`src/hdl/agdc_pkg.sv`:
```
// ----------------------------------------
// adaptive gate drive control constants
// ----------------------------------------
package agdc_pkg;
  // register byte offsets
  localparam logic [7:0] GEN_OFF = 8'h00;
  localparam logic [7:0] PWMEN_OFF = 8'h04;
  localparam logic [7:0] TON_OFF = 8'h08;
  localparam logic [7:0] TOFF_OFF = 8'h0C;
  localparam logic [7:0] IMAX_OFF = 8'h10;
  localparam logic [7:0] TPRE_OFF = 8'h14;
  localparam logic [7:0] PCI_OFF = 8'h18;
  localparam logic [7:0] PDI_OFF = 8'h1C;
  localparam logic [7:0] ICFG_OFF = 8'h20;
  localparam logic [7:0] STAT_OFF = 8'h24;
  localparam logic [7:0] STAT_LAST = 8'h30;
  // general control fields
  localparam int AGS_LSB = 0;
  localparam int FILT_BIT = 2;
  localparam int STEP_BIT = 3;
  localparam int HOLD_BIT = 4;
  // gate current config fields
  localparam int CHG_LSB = 0;
  localparam int DCHG_LSB = 8;
  localparam int FW_LSB = 16;
  // status fields
  localparam int TON_LSB = 0;
  localparam int TOFF_LSB = 8;
  localparam int PC_LSB = 16;
  localparam int PD_LSB = 24;
  // reset values
  localparam logic [31:0] GEN_RST = 32'h0000_0000;
  localparam logic [31:0] TGT_RST = 32'h1010_1010;
  localparam logic [31:0] IMAX_RST = 32'h1010_1010;
  localparam logic [31:0] TPRE_RST = 32'h4444_4444;
  localparam logic [31:0] INIT_RST = 32'h0808_0808;
  localparam logic [31:0] ICFG_RST = 32'h0008_3F08;
  // current codes
  localparam logic [5:0] MIN_STEP = 6'h01; // 0.5 mA floor
  localparam logic [5:0] HARD_OFF = 6'h3F; // code 63
  localparam logic [5:0] HOLD_LO = 6'h01;
  localparam logic [5:0] HOLD_HI = 6'h04;
  // per-bridge phase
  typedef enum logic [2:0] {
    ST_OFF = 3'b000, ST_PCHG = 3'b001, ST_CHG = 3'b010,
    ST_ON = 3'b011, ST_PDCHG = 3'b100, ST_DCHG = 3'b101
  } agdc_state_type;
endpackage : agdc_pkg

```
`src/hdl/agdc_bridge.sv`:
```
`timescale 1ns/10ps
`default_nettype none
// ----------------------------------------
// one half-bridge phase sequencer
// ----------------------------------------
module agdc_bridge (
  // clock and reset
  input wire logic clk,
  input wire logic reset,
  // synchronised pins
  input wire logic pwm,
  input wire logic switched,
  // configuration
  input wire logic enable,
  input wire logic [1:0] mode,
  input wire logic filt,
  input wire logic step2,
  input wire logic hold_sel,
  input wire logic [7:0] ton_tgt,
  input wire logic [7:0] toff_tgt,
  input wire logic [5:0] imax,
  input wire logic [5:0] pc_init,
  input wire logic [5:0] pd_init,
  input wire logic [3:0] pc_dur,
  input wire logic [3:0] pd_dur,
  input wire logic [5:0] i_chg,
  input wire logic [5:0] i_dchg,
  input wire logic [5:0] i_fw,
  // gate drive and status
  output logic [5:0] gate_code,
  output logic gate_sink,
  output logic [5:0] fw_code,
  output logic fw_sink,
  output logic [7:0] ton_meas,
  output logic [7:0] toff_meas,
  output logic [5:0] pc_cur,
  output logic [5:0] pd_cur
);
  agdc_pkg::agdc_state_type st_reg;
  agdc_pkg::agdc_state_type st_next;
  logic [7:0] cnt_reg;
  logic [3:0] dur_reg;
  logic pwm_d_reg;
  logic en_d_reg;
  logic [1:0] hon_reg; // last turn-on compare: {longer, shorter}
  logic [1:0] hoff_reg;
  logic adapt_on;
  logic lon, son, loff, soff;
  logic [5:0] lvl_next;
  logic sink_next;

  // step toward target, clamped to the floor and the bridge maximum
  function automatic logic [5:0] adapt(input logic [5:0] cur, input logic up, input logic dn,
                                       input logic two, input logic [5:0] lim);
    logic [6:0] s;
    logic [6:0] st;
    st = two ? 7'h02 : 7'h01; // [RULE20]
    s = {1'b0, cur};
    if (up) begin
      s = s + st;
    end else if (dn) begin
      s = (s > st) ? s - st : 7'h00;
    end
    if (s > {1'b0, lim}) s = {1'b0, lim};
    if (s < {1'b0, agdc_pkg::MIN_STEP}) s = {1'b0, agdc_pkg::MIN_STEP}; // [RULE6] [RULE7]
    return s[5:0];
  endfunction : adapt

  assign adapt_on = mode[1]; // [RULE1]
  assign lon = cnt_reg > ton_tgt;
  assign son = cnt_reg < ton_tgt;
  assign loff = cnt_reg > toff_tgt;
  assign soff = cnt_reg < toff_tgt;

  // phase sequencing from pwm edges and the switch comparator
  always_comb begin
    st_next = st_reg;
    if (!enable) begin
      st_next = agdc_pkg::ST_OFF;
    end else begin
      case (st_reg)
        agdc_pkg::ST_OFF: begin
          if (pwm && !pwm_d_reg) st_next = (mode == 2'b00) ? agdc_pkg::ST_CHG : agdc_pkg::ST_PCHG;
        end
        agdc_pkg::ST_PCHG: begin
          if (!pwm) st_next = agdc_pkg::ST_PDCHG;
          else if (dur_reg <= 4'h1) st_next = agdc_pkg::ST_CHG; // [RULE9]
        end
        agdc_pkg::ST_CHG: begin
          if (!pwm) st_next = agdc_pkg::ST_PDCHG;
          else if (switched) st_next = agdc_pkg::ST_ON;
        end
        agdc_pkg::ST_ON: begin
          if (!pwm) st_next = (mode == 2'b00) ? agdc_pkg::ST_DCHG : agdc_pkg::ST_PDCHG;
        end
        agdc_pkg::ST_PDCHG: begin
          if (dur_reg <= 4'h1) st_next = agdc_pkg::ST_DCHG;
        end
        agdc_pkg::ST_DCHG: begin
          if (!switched) st_next = agdc_pkg::ST_OFF;
        end
        default: st_next = agdc_pkg::ST_OFF;
      endcase
    end
  end

  // active gate current and direction for the next phase
  always_comb begin
    lvl_next = agdc_pkg::HARD_OFF; // [RULE15]
    sink_next = 1'b1;
    if (enable) begin
      case (st_next)
        agdc_pkg::ST_PCHG: begin
          lvl_next = adapt_on ? pc_cur : pc_init; // [RULE5]
          sink_next = 1'b0;
        end
        agdc_pkg::ST_CHG: begin
          lvl_next = i_chg; // [RULE12]
          sink_next = 1'b0;
        end
        agdc_pkg::ST_ON: begin
          lvl_next = hold_sel ? agdc_pkg::HOLD_HI : agdc_pkg::HOLD_LO; // [RULE16]
          sink_next = 1'b0;
        end
        agdc_pkg::ST_PDCHG: lvl_next = adapt_on ? pd_cur : pd_init; // [RULE8]
        agdc_pkg::ST_DCHG: lvl_next = i_dchg; // [RULE13]
        default: lvl_next = hold_sel ? agdc_pkg::HOLD_HI : agdc_pkg::HOLD_LO; // [RULE16]
      endcase
    end
  end

  // state, edge memories and drive registers
  always_ff @(posedge clk) begin
    if (reset) begin
      st_reg <= agdc_pkg::ST_OFF;
      pwm_d_reg <= 1'b0;
      en_d_reg <= 1'b0;
      gate_code <= agdc_pkg::HARD_OFF;
      gate_sink <= 1'b1;
      fw_code <= agdc_pkg::HARD_OFF;
      fw_sink <= 1'b1;
    end else begin
      st_reg <= st_next;
      pwm_d_reg <= pwm;
      en_d_reg <= enable;
      gate_code <= lvl_next;
      gate_sink <= sink_next;
      fw_code <= enable ? i_fw : agdc_pkg::HARD_OFF; // [RULE14]
      fw_sink <= !(enable && st_next == agdc_pkg::ST_OFF);
    end
  end

  // phase timer and delay counter; delay counts from the start of the turn edge
  always_ff @(posedge clk) begin
    if (reset) begin
      dur_reg <= 4'h0;
      cnt_reg <= 8'h00;
    end else begin
      if (st_next == agdc_pkg::ST_PCHG && st_reg != agdc_pkg::ST_PCHG) dur_reg <= pc_dur; // [RULE9]
      else if (st_next == agdc_pkg::ST_PDCHG && st_reg != agdc_pkg::ST_PDCHG) dur_reg <= pd_dur; // [RULE8]
      else if (dur_reg != 4'h0) dur_reg <= dur_reg - 4'h1;
      if (st_next != st_reg && (st_reg == agdc_pkg::ST_OFF || st_reg == agdc_pkg::ST_ON)) cnt_reg <= 8'h01;
      else if (cnt_reg != 8'hFF) cnt_reg <= cnt_reg + 8'h01; // saturates on a stuck gate
    end
  end

  // measured delays and adaptive currents
  always_ff @(posedge clk) begin
    if (reset) begin
      ton_meas <= 8'h00;
      toff_meas <= 8'h00;
      hon_reg <= 2'b00;
      hoff_reg <= 2'b00;
      pc_cur <= agdc_pkg::MIN_STEP;
      pd_cur <= agdc_pkg::MIN_STEP;
    end else if (enable && !en_d_reg) begin
      pc_cur <= (pc_init < imax) ? pc_init : imax; // [RULE17] [RULE10]
      pd_cur <= (pd_init < imax) ? pd_init : imax; // [RULE17] [RULE11]
      hon_reg <= 2'b00;
      hoff_reg <= 2'b00;
    end else begin
      if (st_reg == agdc_pkg::ST_CHG && st_next == agdc_pkg::ST_ON) begin
        ton_meas <= cnt_reg; // [RULE4]
        hon_reg <= {lon, son};
        if (adapt_on) begin
          pc_cur <= adapt(pc_cur, lon && (!filt || hon_reg[1]), son && (!filt || hon_reg[0]),
                          step2, imax); // [RULE2] [RULE18] [RULE19] [RULE21]
        end
      end
      if (st_reg == agdc_pkg::ST_DCHG && st_next == agdc_pkg::ST_OFF) begin
        toff_meas <= cnt_reg; // [RULE4]
        hoff_reg <= {loff, soff};
        if (adapt_on) begin
          pd_cur <= adapt(pd_cur, loff && (!filt || hoff_reg[1]), soff && (!filt || hoff_reg[0]),
                          step2, imax); // [RULE2] [RULE18] [RULE19] [RULE21]
        end
      end
    end
  end
endmodule : agdc_bridge
`default_nettype wire

```
`src/hdl/agdc_top.sv`:
```
// Our own choices: the placing of the registers and the APB interface to the registers.
`timescale 1ns/10ps
`default_nettype none
// ----------------------------------------
// adaptive gate drive control, four half-bridges
// ----------------------------------------
// What this block does
// RULE1: adapt only when gate select is 10 or 11
// RULE2: steer currents toward target on/off delays
// RULE3: separate turn-on and turn-off target registers
// RULE4: report measured delays per half-bridge
// RULE5: source pre-charge current for programmed duration
// RULE6: clamp pre-charge current floor to maximum
// RULE7: clamp pre-discharge current floor to maximum
// RULE8: sink pre-discharge current for programmed duration
// RULE9: pre-charge duration programmable per bridge
// RULE10: pre-charge starts from its initial setting
// RULE11: pre-discharge starts from its own initial setting
// RULE12: charge phase uses configured charge current
// RULE13: discharge phase sinks configured discharge current
// RULE14: freewheel switch uses its own current
// RULE15: hard-off equals discharge code 63
// RULE16: hold current level picked by control bit
// RULE17: on enable load min of initial, maximum
// RULE18: unfiltered: longer raises, shorter lowers current
// RULE19: filtered: change only after two agreeing cycles
// RULE20: step bit chooses one or two steps
// RULE21: each bridge keeps independent adaptive state
module agdc_top #(
  parameter int NUM_HB = 4
) (
  // clock and reset
  input wire logic SYS_CLK,
  input wire logic RESET,
  // apb slave
  input wire logic PSEL,
  input wire logic PENABLE,
  input wire logic PWRITE,
  input wire logic [7:0] PADDR,
  input wire logic [31:0] PWDATA,
  output logic [31:0] PRDATA,
  output logic PREADY,
  output logic PSLVERR,
  // pwm and switch comparator pins
  input wire logic [NUM_HB-1:0] PWM_INPUT_PIN,
  input wire logic [NUM_HB-1:0] GATE_SWITCHED,
  // active gate drive, six-bit current code per bridge
  output logic [6*NUM_HB-1:0] GATE_CURRENT,
  output logic [NUM_HB-1:0] GATE_SINK,
  // freewheel gate drive
  output logic [6*NUM_HB-1:0] FW_CURRENT,
  output logic [NUM_HB-1:0] FW_SINK
);
  // ----------------------------------------
  // register file
  // ----------------------------------------
  logic [31:0] general_control_reg;
  logic [31:0] pwm_enable_reg;
  logic [31:0] turn_on_target_reg;
  logic [31:0] turn_off_target_reg;
  logic [31:0] max_drive_current_reg;
  logic [31:0] precharge_timing_reg;
  logic [31:0] precharge_initial_reg;
  logic [31:0] predischarge_initial_reg;
  logic [31:0] gate_current_config_reg;
  logic [31:0] rdata_next;
  logic err_next;
  logic wr_en;
  logic [1:0] adaptive_gate_select;
  logic adaptation_filter_bit;
  logic adaptation_step_size_bit;
  logic hold_current_select;
  logic [NUM_HB-1:0] bridge_pwm_enable;
  logic [5:0] charge_phase_current;
  logic [5:0] discharge_phase_current;
  logic [5:0] freewheel_drive_current;

  // ----------------------------------------
  // pin synchronisers
  // ----------------------------------------
  logic [NUM_HB-1:0] pwm_meta_reg;
  logic [NUM_HB-1:0] pwm_sync_reg;
  logic [NUM_HB-1:0] sw_meta_reg;
  logic [NUM_HB-1:0] sw_sync_reg;

  // per-bridge status
  logic [7:0] ton_meas [NUM_HB];
  logic [7:0] toff_meas [NUM_HB];
  logic [5:0] pc_cur [NUM_HB];
  logic [5:0] pd_cur [NUM_HB];

  // pins come from the gate stage asynchronously, so two stages before use
  always_ff @(posedge SYS_CLK) begin
    if (RESET) begin
      pwm_meta_reg <= '0;
      pwm_sync_reg <= '0;
      sw_meta_reg <= '0;
      sw_sync_reg <= '0;
    end else begin
      pwm_meta_reg <= PWM_INPUT_PIN;
      pwm_sync_reg <= pwm_meta_reg;
      sw_meta_reg <= GATE_SWITCHED;
      sw_sync_reg <= sw_meta_reg;
    end
  end

  // ----------------------------------------
  // field extraction
  // ----------------------------------------
  // mode and adaptation controls shared by all bridges
  assign adaptive_gate_select = general_control_reg[agdc_pkg::AGS_LSB +: 2];
  assign adaptation_filter_bit = general_control_reg[agdc_pkg::FILT_BIT];
  assign adaptation_step_size_bit = general_control_reg[agdc_pkg::STEP_BIT];
  assign hold_current_select = general_control_reg[agdc_pkg::HOLD_BIT];
  assign bridge_pwm_enable = pwm_enable_reg[NUM_HB-1:0];
  assign charge_phase_current = gate_current_config_reg[agdc_pkg::CHG_LSB +: 6];
  assign discharge_phase_current = gate_current_config_reg[agdc_pkg::DCHG_LSB +: 6];
  assign freewheel_drive_current = gate_current_config_reg[agdc_pkg::FW_LSB +: 6];

  // ----------------------------------------
  // apb slave
  // ----------------------------------------
  // no wait state: ready is registered so the answer comes from a flop
  assign wr_en = PSEL && PENABLE && PREADY && PWRITE;

  // read decode, unmapped addresses answer with an error and zero data
  always_comb begin
    rdata_next = 32'h0000_0000;
    err_next = 1'b0;
    if (PADDR == agdc_pkg::GEN_OFF) begin
      rdata_next = general_control_reg;
    end else if (PADDR == agdc_pkg::PWMEN_OFF) begin
      rdata_next = pwm_enable_reg;
    end else if (PADDR == agdc_pkg::TON_OFF) begin
      rdata_next = turn_on_target_reg;
    end else if (PADDR == agdc_pkg::TOFF_OFF) begin
      rdata_next = turn_off_target_reg;
    end else if (PADDR == agdc_pkg::IMAX_OFF) begin
      rdata_next = max_drive_current_reg;
    end else if (PADDR == agdc_pkg::TPRE_OFF) begin
      rdata_next = precharge_timing_reg;
    end else if (PADDR == agdc_pkg::PCI_OFF) begin
      rdata_next = precharge_initial_reg;
    end else if (PADDR == agdc_pkg::PDI_OFF) begin
      rdata_next = predischarge_initial_reg;
    end else if (PADDR == agdc_pkg::ICFG_OFF) begin
      rdata_next = gate_current_config_reg;
    end else if (PADDR >= agdc_pkg::STAT_OFF && PADDR <= agdc_pkg::STAT_LAST && PADDR[1:0] == 2'b00) begin
      for (int i = 0; i < NUM_HB; i++) begin
        if (PADDR == agdc_pkg::STAT_OFF + 8'(4 * i)) begin
          rdata_next[agdc_pkg::TON_LSB +: 8] = ton_meas[i]; // [RULE4]
          rdata_next[agdc_pkg::TOFF_LSB +: 8] = toff_meas[i]; // [RULE4]
          rdata_next[agdc_pkg::PC_LSB +: 6] = pc_cur[i];
          rdata_next[agdc_pkg::PD_LSB +: 6] = pd_cur[i];
        end
      end
    end else begin
      err_next = 1'b1;
    end
  end

  // answer registers; writes to status or unmapped words are dropped
  always_ff @(posedge SYS_CLK) begin
    if (RESET) begin
      PREADY <= 1'b0;
      PRDATA <= 32'h0000_0000;
      PSLVERR <= 1'b0;
    end else begin
      PREADY <= PSEL && !PENABLE;
      if (PSEL && !PENABLE) begin
        PRDATA <= PWRITE ? 32'h0000_0000 : rdata_next;
        PSLVERR <= err_next;
      end else begin
        PRDATA <= 32'h0000_0000;
        PSLVERR <= 1'b0;
      end
    end
  end

  // ----------------------------------------
  // writable registers
  // ----------------------------------------
  // control and target registers, written only on the completing apb edge
  always_ff @(posedge SYS_CLK) begin
    if (RESET) begin
      general_control_reg <= agdc_pkg::GEN_RST;
      pwm_enable_reg <= agdc_pkg::GEN_RST;
      turn_on_target_reg <= agdc_pkg::TGT_RST;
      turn_off_target_reg <= agdc_pkg::TGT_RST;
    end else if (wr_en) begin
      if (PADDR == agdc_pkg::GEN_OFF) begin
        general_control_reg <= {27'h0, PWDATA[4:0]}; // [RULE1] [RULE16]
      end else if (PADDR == agdc_pkg::PWMEN_OFF) begin
        pwm_enable_reg <= {28'h000_0000, PWDATA[3:0]}; // [RULE17]
      end else if (PADDR == agdc_pkg::TON_OFF) begin
        turn_on_target_reg <= PWDATA; // [RULE3]
      end else if (PADDR == agdc_pkg::TOFF_OFF) begin
        turn_off_target_reg <= PWDATA; // [RULE3]
      end
    end
  end

  // current limits, timings and start values
  always_ff @(posedge SYS_CLK) begin
    if (RESET) begin
      max_drive_current_reg <= agdc_pkg::IMAX_RST;
      precharge_timing_reg <= agdc_pkg::TPRE_RST;
      precharge_initial_reg <= agdc_pkg::INIT_RST;
      predischarge_initial_reg <= agdc_pkg::INIT_RST;
      gate_current_config_reg <= agdc_pkg::ICFG_RST;
    end else if (wr_en) begin
      if (PADDR == agdc_pkg::IMAX_OFF) begin
        max_drive_current_reg <= PWDATA & 32'h3F3F_3F3F;
      end else if (PADDR == agdc_pkg::TPRE_OFF) begin
        precharge_timing_reg <= PWDATA; // [RULE9]
      end else if (PADDR == agdc_pkg::PCI_OFF) begin
        precharge_initial_reg <= PWDATA & 32'h3F3F_3F3F; // [RULE10]
      end else if (PADDR == agdc_pkg::PDI_OFF) begin
        predischarge_initial_reg <= PWDATA & 32'h3F3F_3F3F; // [RULE11]
      end else if (PADDR == agdc_pkg::ICFG_OFF) begin
        gate_current_config_reg <= PWDATA & 32'h003F_3F3F;
      end
    end
  end

  // ----------------------------------------
  // half-bridge sequencers
  // ----------------------------------------
  // each bridge owns its counters and currents so pwm on one never moves another
  for (genvar g = 0; g < NUM_HB; g++) begin : g_hb
    agdc_bridge u_bridge (
      .clk(SYS_CLK),
      .reset(RESET),
      .pwm(pwm_sync_reg[g]),
      .switched(sw_sync_reg[g]),
      .enable(bridge_pwm_enable[g]),
      .mode(adaptive_gate_select),
      .filt(adaptation_filter_bit),
      .step2(adaptation_step_size_bit),
      .hold_sel(hold_current_select),
      .ton_tgt(turn_on_target_reg[8*g +: 8]),
      .toff_tgt(turn_off_target_reg[8*g +: 8]),
      .imax(max_drive_current_reg[8*g +: 6]),
      .pc_init(precharge_initial_reg[8*g +: 6]),
      .pd_init(predischarge_initial_reg[8*g +: 6]),
      .pc_dur(precharge_timing_reg[8*g +: 4]),
      .pd_dur(precharge_timing_reg[8*g+4 +: 4]),
      .i_chg(charge_phase_current),
      .i_dchg(discharge_phase_current),
      .i_fw(freewheel_drive_current),
      .gate_code(GATE_CURRENT[6*g +: 6]),
      .gate_sink(GATE_SINK[g]),
      .fw_code(FW_CURRENT[6*g +: 6]),
      .fw_sink(FW_SINK[g]),
      .ton_meas(ton_meas[g]),
      .toff_meas(toff_meas[g]),
      .pc_cur(pc_cur[g]),
      .pd_cur(pd_cur[g])
    ); // [RULE21]
  end
endmodule : agdc_top
`default_nettype wire

```
`config.mk`:
```
export PLATFORM = sky130hd
export DESIGN_NAME = agdc_top
export DESIGN_NICKNAME = d
export VERILOG_FILES = /design/src/hdl/agdc_pkg.sv /design/src/hdl/agdc_bridge.sv /design/src/hdl/agdc_top.sv
export SDC_FILE = /design/constraint.sdc
export NUM_CORES = 2
export LEC_CHECK = 0
export BUFFER_PORTS_ARGS = -buffer_cell sky130_fd_sc_hd__buf_2
export CAP_MARGIN = 20
export CORE_ASPECT_RATIO = 0.7
export CORE_UTILIZATION = 40
export CTS_BUF_LIST = sky130_fd_sc_hd__clkbuf_2
export DETAILED_ROUTE_END_ITERATION = 10
export PLACE_DENSITY_LB_ADDON = 0.12
export SLEW_MARGIN = 20
export SYNTH_ARGS = -nofsm -noshare
export SYNTH_HDL_FRONTEND = slang
export SYNTH_SLANG_ARGS = --single-unit
export TNS_END_PERCENT = 5
```
`constraint.sdc`:
```
create_clock -name SYS_CLK -period 9.25 [get_ports SYS_CLK]
set_input_delay 1.3875 -clock SYS_CLK [delete_from_list [all_inputs] [get_ports SYS_CLK]]
set_output_delay 1.3875 -clock SYS_CLK [all_outputs]
set_load 0.02 [all_outputs]
```
==> reports/summary.txt <==
Status: finished clean
Crit. End Element: flip-flop
Overall power: 4376 uW
Max IR drop VDD: 0.00008731 V
Worst-Margin Slew: 1.184 ns
Most common cell after layout, fill and taps aside: nand2_1
Post-synth EDFFs: 0
Seq/Total Area, Yosys: 34.38%
Drt first pass iters: 9
Vias per cell: 6.100
Hold Path Sink: sw_meta_reg[2]$_SDFF_PP0_
Flip-flop and latch count after synthesis: 497
Max Buffers Root-to-Sink: 3
First-pass GRT wire length: 181900 um
Worst Path Required: 10.57 ns
Post-CTS setup buffers: 0
Leak Pwr: 0.01222 uW
Fmax: 199.5 MHz
Initial antenna violation count: 14
Final min period: 5.012 ns
RSZ-0062 raised after global routing: no
R2R Path End: g_hb[3].u_bridge.pc_cur[2]$_SDFFE_PP0P_
Pins Over Slew Limit: 0
Syn Inst Count: 3646
CTS buffer count: 134
Hold-fix buffers, CTS: 0
Critical R2R Launch: g_hb[3].u_bridge.cnt_reg[7]$_SDFFE_PP0P_
GRT Resource Usage Total: 33.97%
Final setup fails: 0
Crit-path max FO: 9
Htree depth: 4
Final Hold Fails: 0
Design area: 31850 um^2
WHS: 0.2065 ns
Worst slew margin: 20.98%
HP Start: GATE_SWITCHED[2]
Ys async rst share: 0%
Drt wl/cell: 26.19 um
IO Count: 143
Max capacitance violation total: 0
Die W: 323.5 um
Critical path class: reg -> reg
Ys flop type: dfxtp_1
Post-Syn Area: 28940 um^2
Die Y: 227.1 um
Hold WC Path Type: in -> reg
Most frequent cells in the layout: 600 x nand2_1, 495 x dfxtp_1, 371 x a21oi_1
Synth warn: 0
Clk Tree Root Cell: clkbuf_2
Worst skew pair latency: 1.42 ns
WHS Path Cells: 2
Final nets: 4036
Initial Utilization: 40.41%
Startpoint Class: flip-flop
Die ar.: 73450 um^2
PwrDens: 137.4 nW/um^2
Final HPWL DP: 90700 um
Total gr overflow: 0
Final Cycle Share: 54.19%
Port bufs: 142
Row cnt: 82
Reg2reg path depth: 17
Clock skew: 0.1125 ns
Largest net degree at the start of global routing: 180
Worst-path clk slew: 0.11 ns
Netlist cell types: 100
Post-Synthesis Net Count: 3911
Post-cts resize count: 0
Fraction of layout cells with a size suffix above 1: 12.78%
Antenna Violating Nets Remaining: 0
# clock sinks: 497
Iteration-0 DRC Markers: 4084
Number of global-route vias before repair: 26048
Placed cell areas: 30520 um^2
Final TNS setup: 0 ns
DRC viols: 0
Crit path arrival time: 6.33 ns
Core Region: 71610 um^2
CTS tree: done
Area Growth Syn to Fin: 10.05%
Vias: 29499
Reg2reg setup slack: 4.24 ns
Syn_area_per_cell: 7.938 um^2
Post-Route WL: 126700 um
GP Congestion: 0.9845
==> critical path, cell delays in order, from the launching register on <==
cell and delay [ns]:
dfxtp_1 0.59, ha_1 0.35, a21oi_1 0.20, o21a_1 0.23
o21ai_0 0.16, nor2_1 0.55, mux2i_1 0.15, o21ai_0 0.51
ha_1 0.35, nor2b_1 0.13, o21a_1 0.16, o21bai_1 0.13
a21oi_1 0.11, a311oi_1 0.55, nand2_1 0.28, nand2_1 0.22
o22ai_1 0.12, o22ai_1 0.15
==> cell type report <==
cell class	instances	area [um^2]
diodes	6	15.01
clock buffers	176	880.8
clock inverters	53	435.4
fillers	7339	39760
inverters	185	694.4
multi-input cells	2765	17580
flip-flops and latches	497	9955
well taps	966	1209
repair buffers	188	1079
==> report_power, final <==
part / internal, uW / switching (uW)
Combinational: 164 / 224
Sequential: 2170 / 40.6
Clock: 746 / 1030
==> cells by family (layout without fill, tap and decap cells) <==
family	count (synthesis)	in the layout	synth area share [%]
AND/OR/NAND/NOR	1366	1366	21.65
AO/OA/AOI/OAI	1014	1014	23.16
flip-flops	497	497	34.38
buffers and inverters	384	602	5.196
adder cells (fa/ha/maj)	212	212	9.580
multiplexers	151	151	5.374
XOR/XNOR	22	22	0.6658
other	0	6	0
==> per-stage QoR <==
stage	utilization (%)	cells	worst slack (ns)
after global placement	42.61	4601	4.387
after floorplan	-	3646	3.993
after detailed placement	42.62	4601	4.479
after CTS	44.45	4830	4.432
final	44.48	4836	4.238
after global routing	44.47	4834	3.870
==> cells in the mapped netlist (10+ instances only) <==
cell type / instances / share of area, %
a211o_1: 14 / 0.42
a211oi_1: 24 / 0.62
a21o_1: 32 / 0.83
a21oi_1: 371 / 6.4
a221o_1: 12 / 0.42
a221oi_1: 50 / 1.5
a222oi_1: 31 / 1.1
a22o_1: 18 / 0.54
a22oi_1: 28 / 0.73
a31oi_1: 42 / 0.91
and2_1: 22 / 0.48
and3_1: 23 / 0.50
buf_2: 10 / 0.17
clkbuf_1: 175 / 2.3
dfxtp_1: 497 / 34
fa_1: 16 / 1.1
ha_1: 196 / 8.5
inv_1: 185 / 2.4
mux2_2: 27 / 1.1
mux2i_1: 122 / 4.2
nand2_1: 600 / 7.8
nand2b_1: 46 / 0.99
nand3_1: 134 / 2.3
nand4_1: 42 / 0.91
nor2_1: 260 / 3.4
nor2b_1: 50 / 1.1
nor3_1: 66 / 1.1
nor4_1: 26 / 0.56
o211ai_1: 45 / 1.2
o21a_1: 21 / 0.54
o21ai_0: 138 / 2.4
o21bai_1: 12 / 0.31
o221ai_1: 15 / 0.45
o22ai_1: 26 / 0.56
o311ai_0: 10 / 0.30
o31ai_1: 13 / 0.34
or2_2: 17 / 0.37
or3_1: 28 / 0.61
xor2_1: 14 / 0.42
==> worst max path at each step <==
stage | startpoint | to | slack, ns | cells after the start
final | g_hb[3].u_bridge.cnt_reg[7]$_SDFFE_PP0P_ | g_hb[3].u_bridge.pc_cur[2]$_SDFFE_PP0P_ | 4.24 | 17
after detailed placement | g_hb[3].u_bridge.cnt_reg[7]$_SDFFE_PP0P_ | g_hb[3].u_bridge.pc_cur[2]$_SDFFE_PP0P_ | 4.48 | 17
after global routing | g_hb[3].u_bridge.cnt_reg[7]$_SDFFE_PP0P_ | g_hb[3].u_bridge.pc_cur[4]$_SDFFE_PP0P_ | 3.87 | 17
after floorplan | general_control_reg[3]$_SDFFE_PP0P_ | g_hb[1].u_bridge.pc_cur[4]$_SDFFE_PP0P_ | 3.99 | 17
after global placement | g_hb[3].u_bridge.cnt_reg[7]$_SDFFE_PP0P_ | g_hb[3].u_bridge.pc_cur[2]$_SDFFE_PP0P_ | 4.39 | 17
after CTS | g_hb[3].u_bridge.cnt_reg[7]$_SDFFE_PP0P_ | g_hb[3].u_bridge.pc_cur[2]$_SDFFE_PP0P_ | 4.43 | 17
==> layer usage <==
metal	global-route usage (%)	wire length, um	vias up
li1	-	-	13496
met1	50.89	57200	13851
met2	44.68	48290	1903
met3	10.39	17110	243
met4	11.89	4005	6
met5	0	36	-
Note: power is estimated with default switching activity, not from simulation.
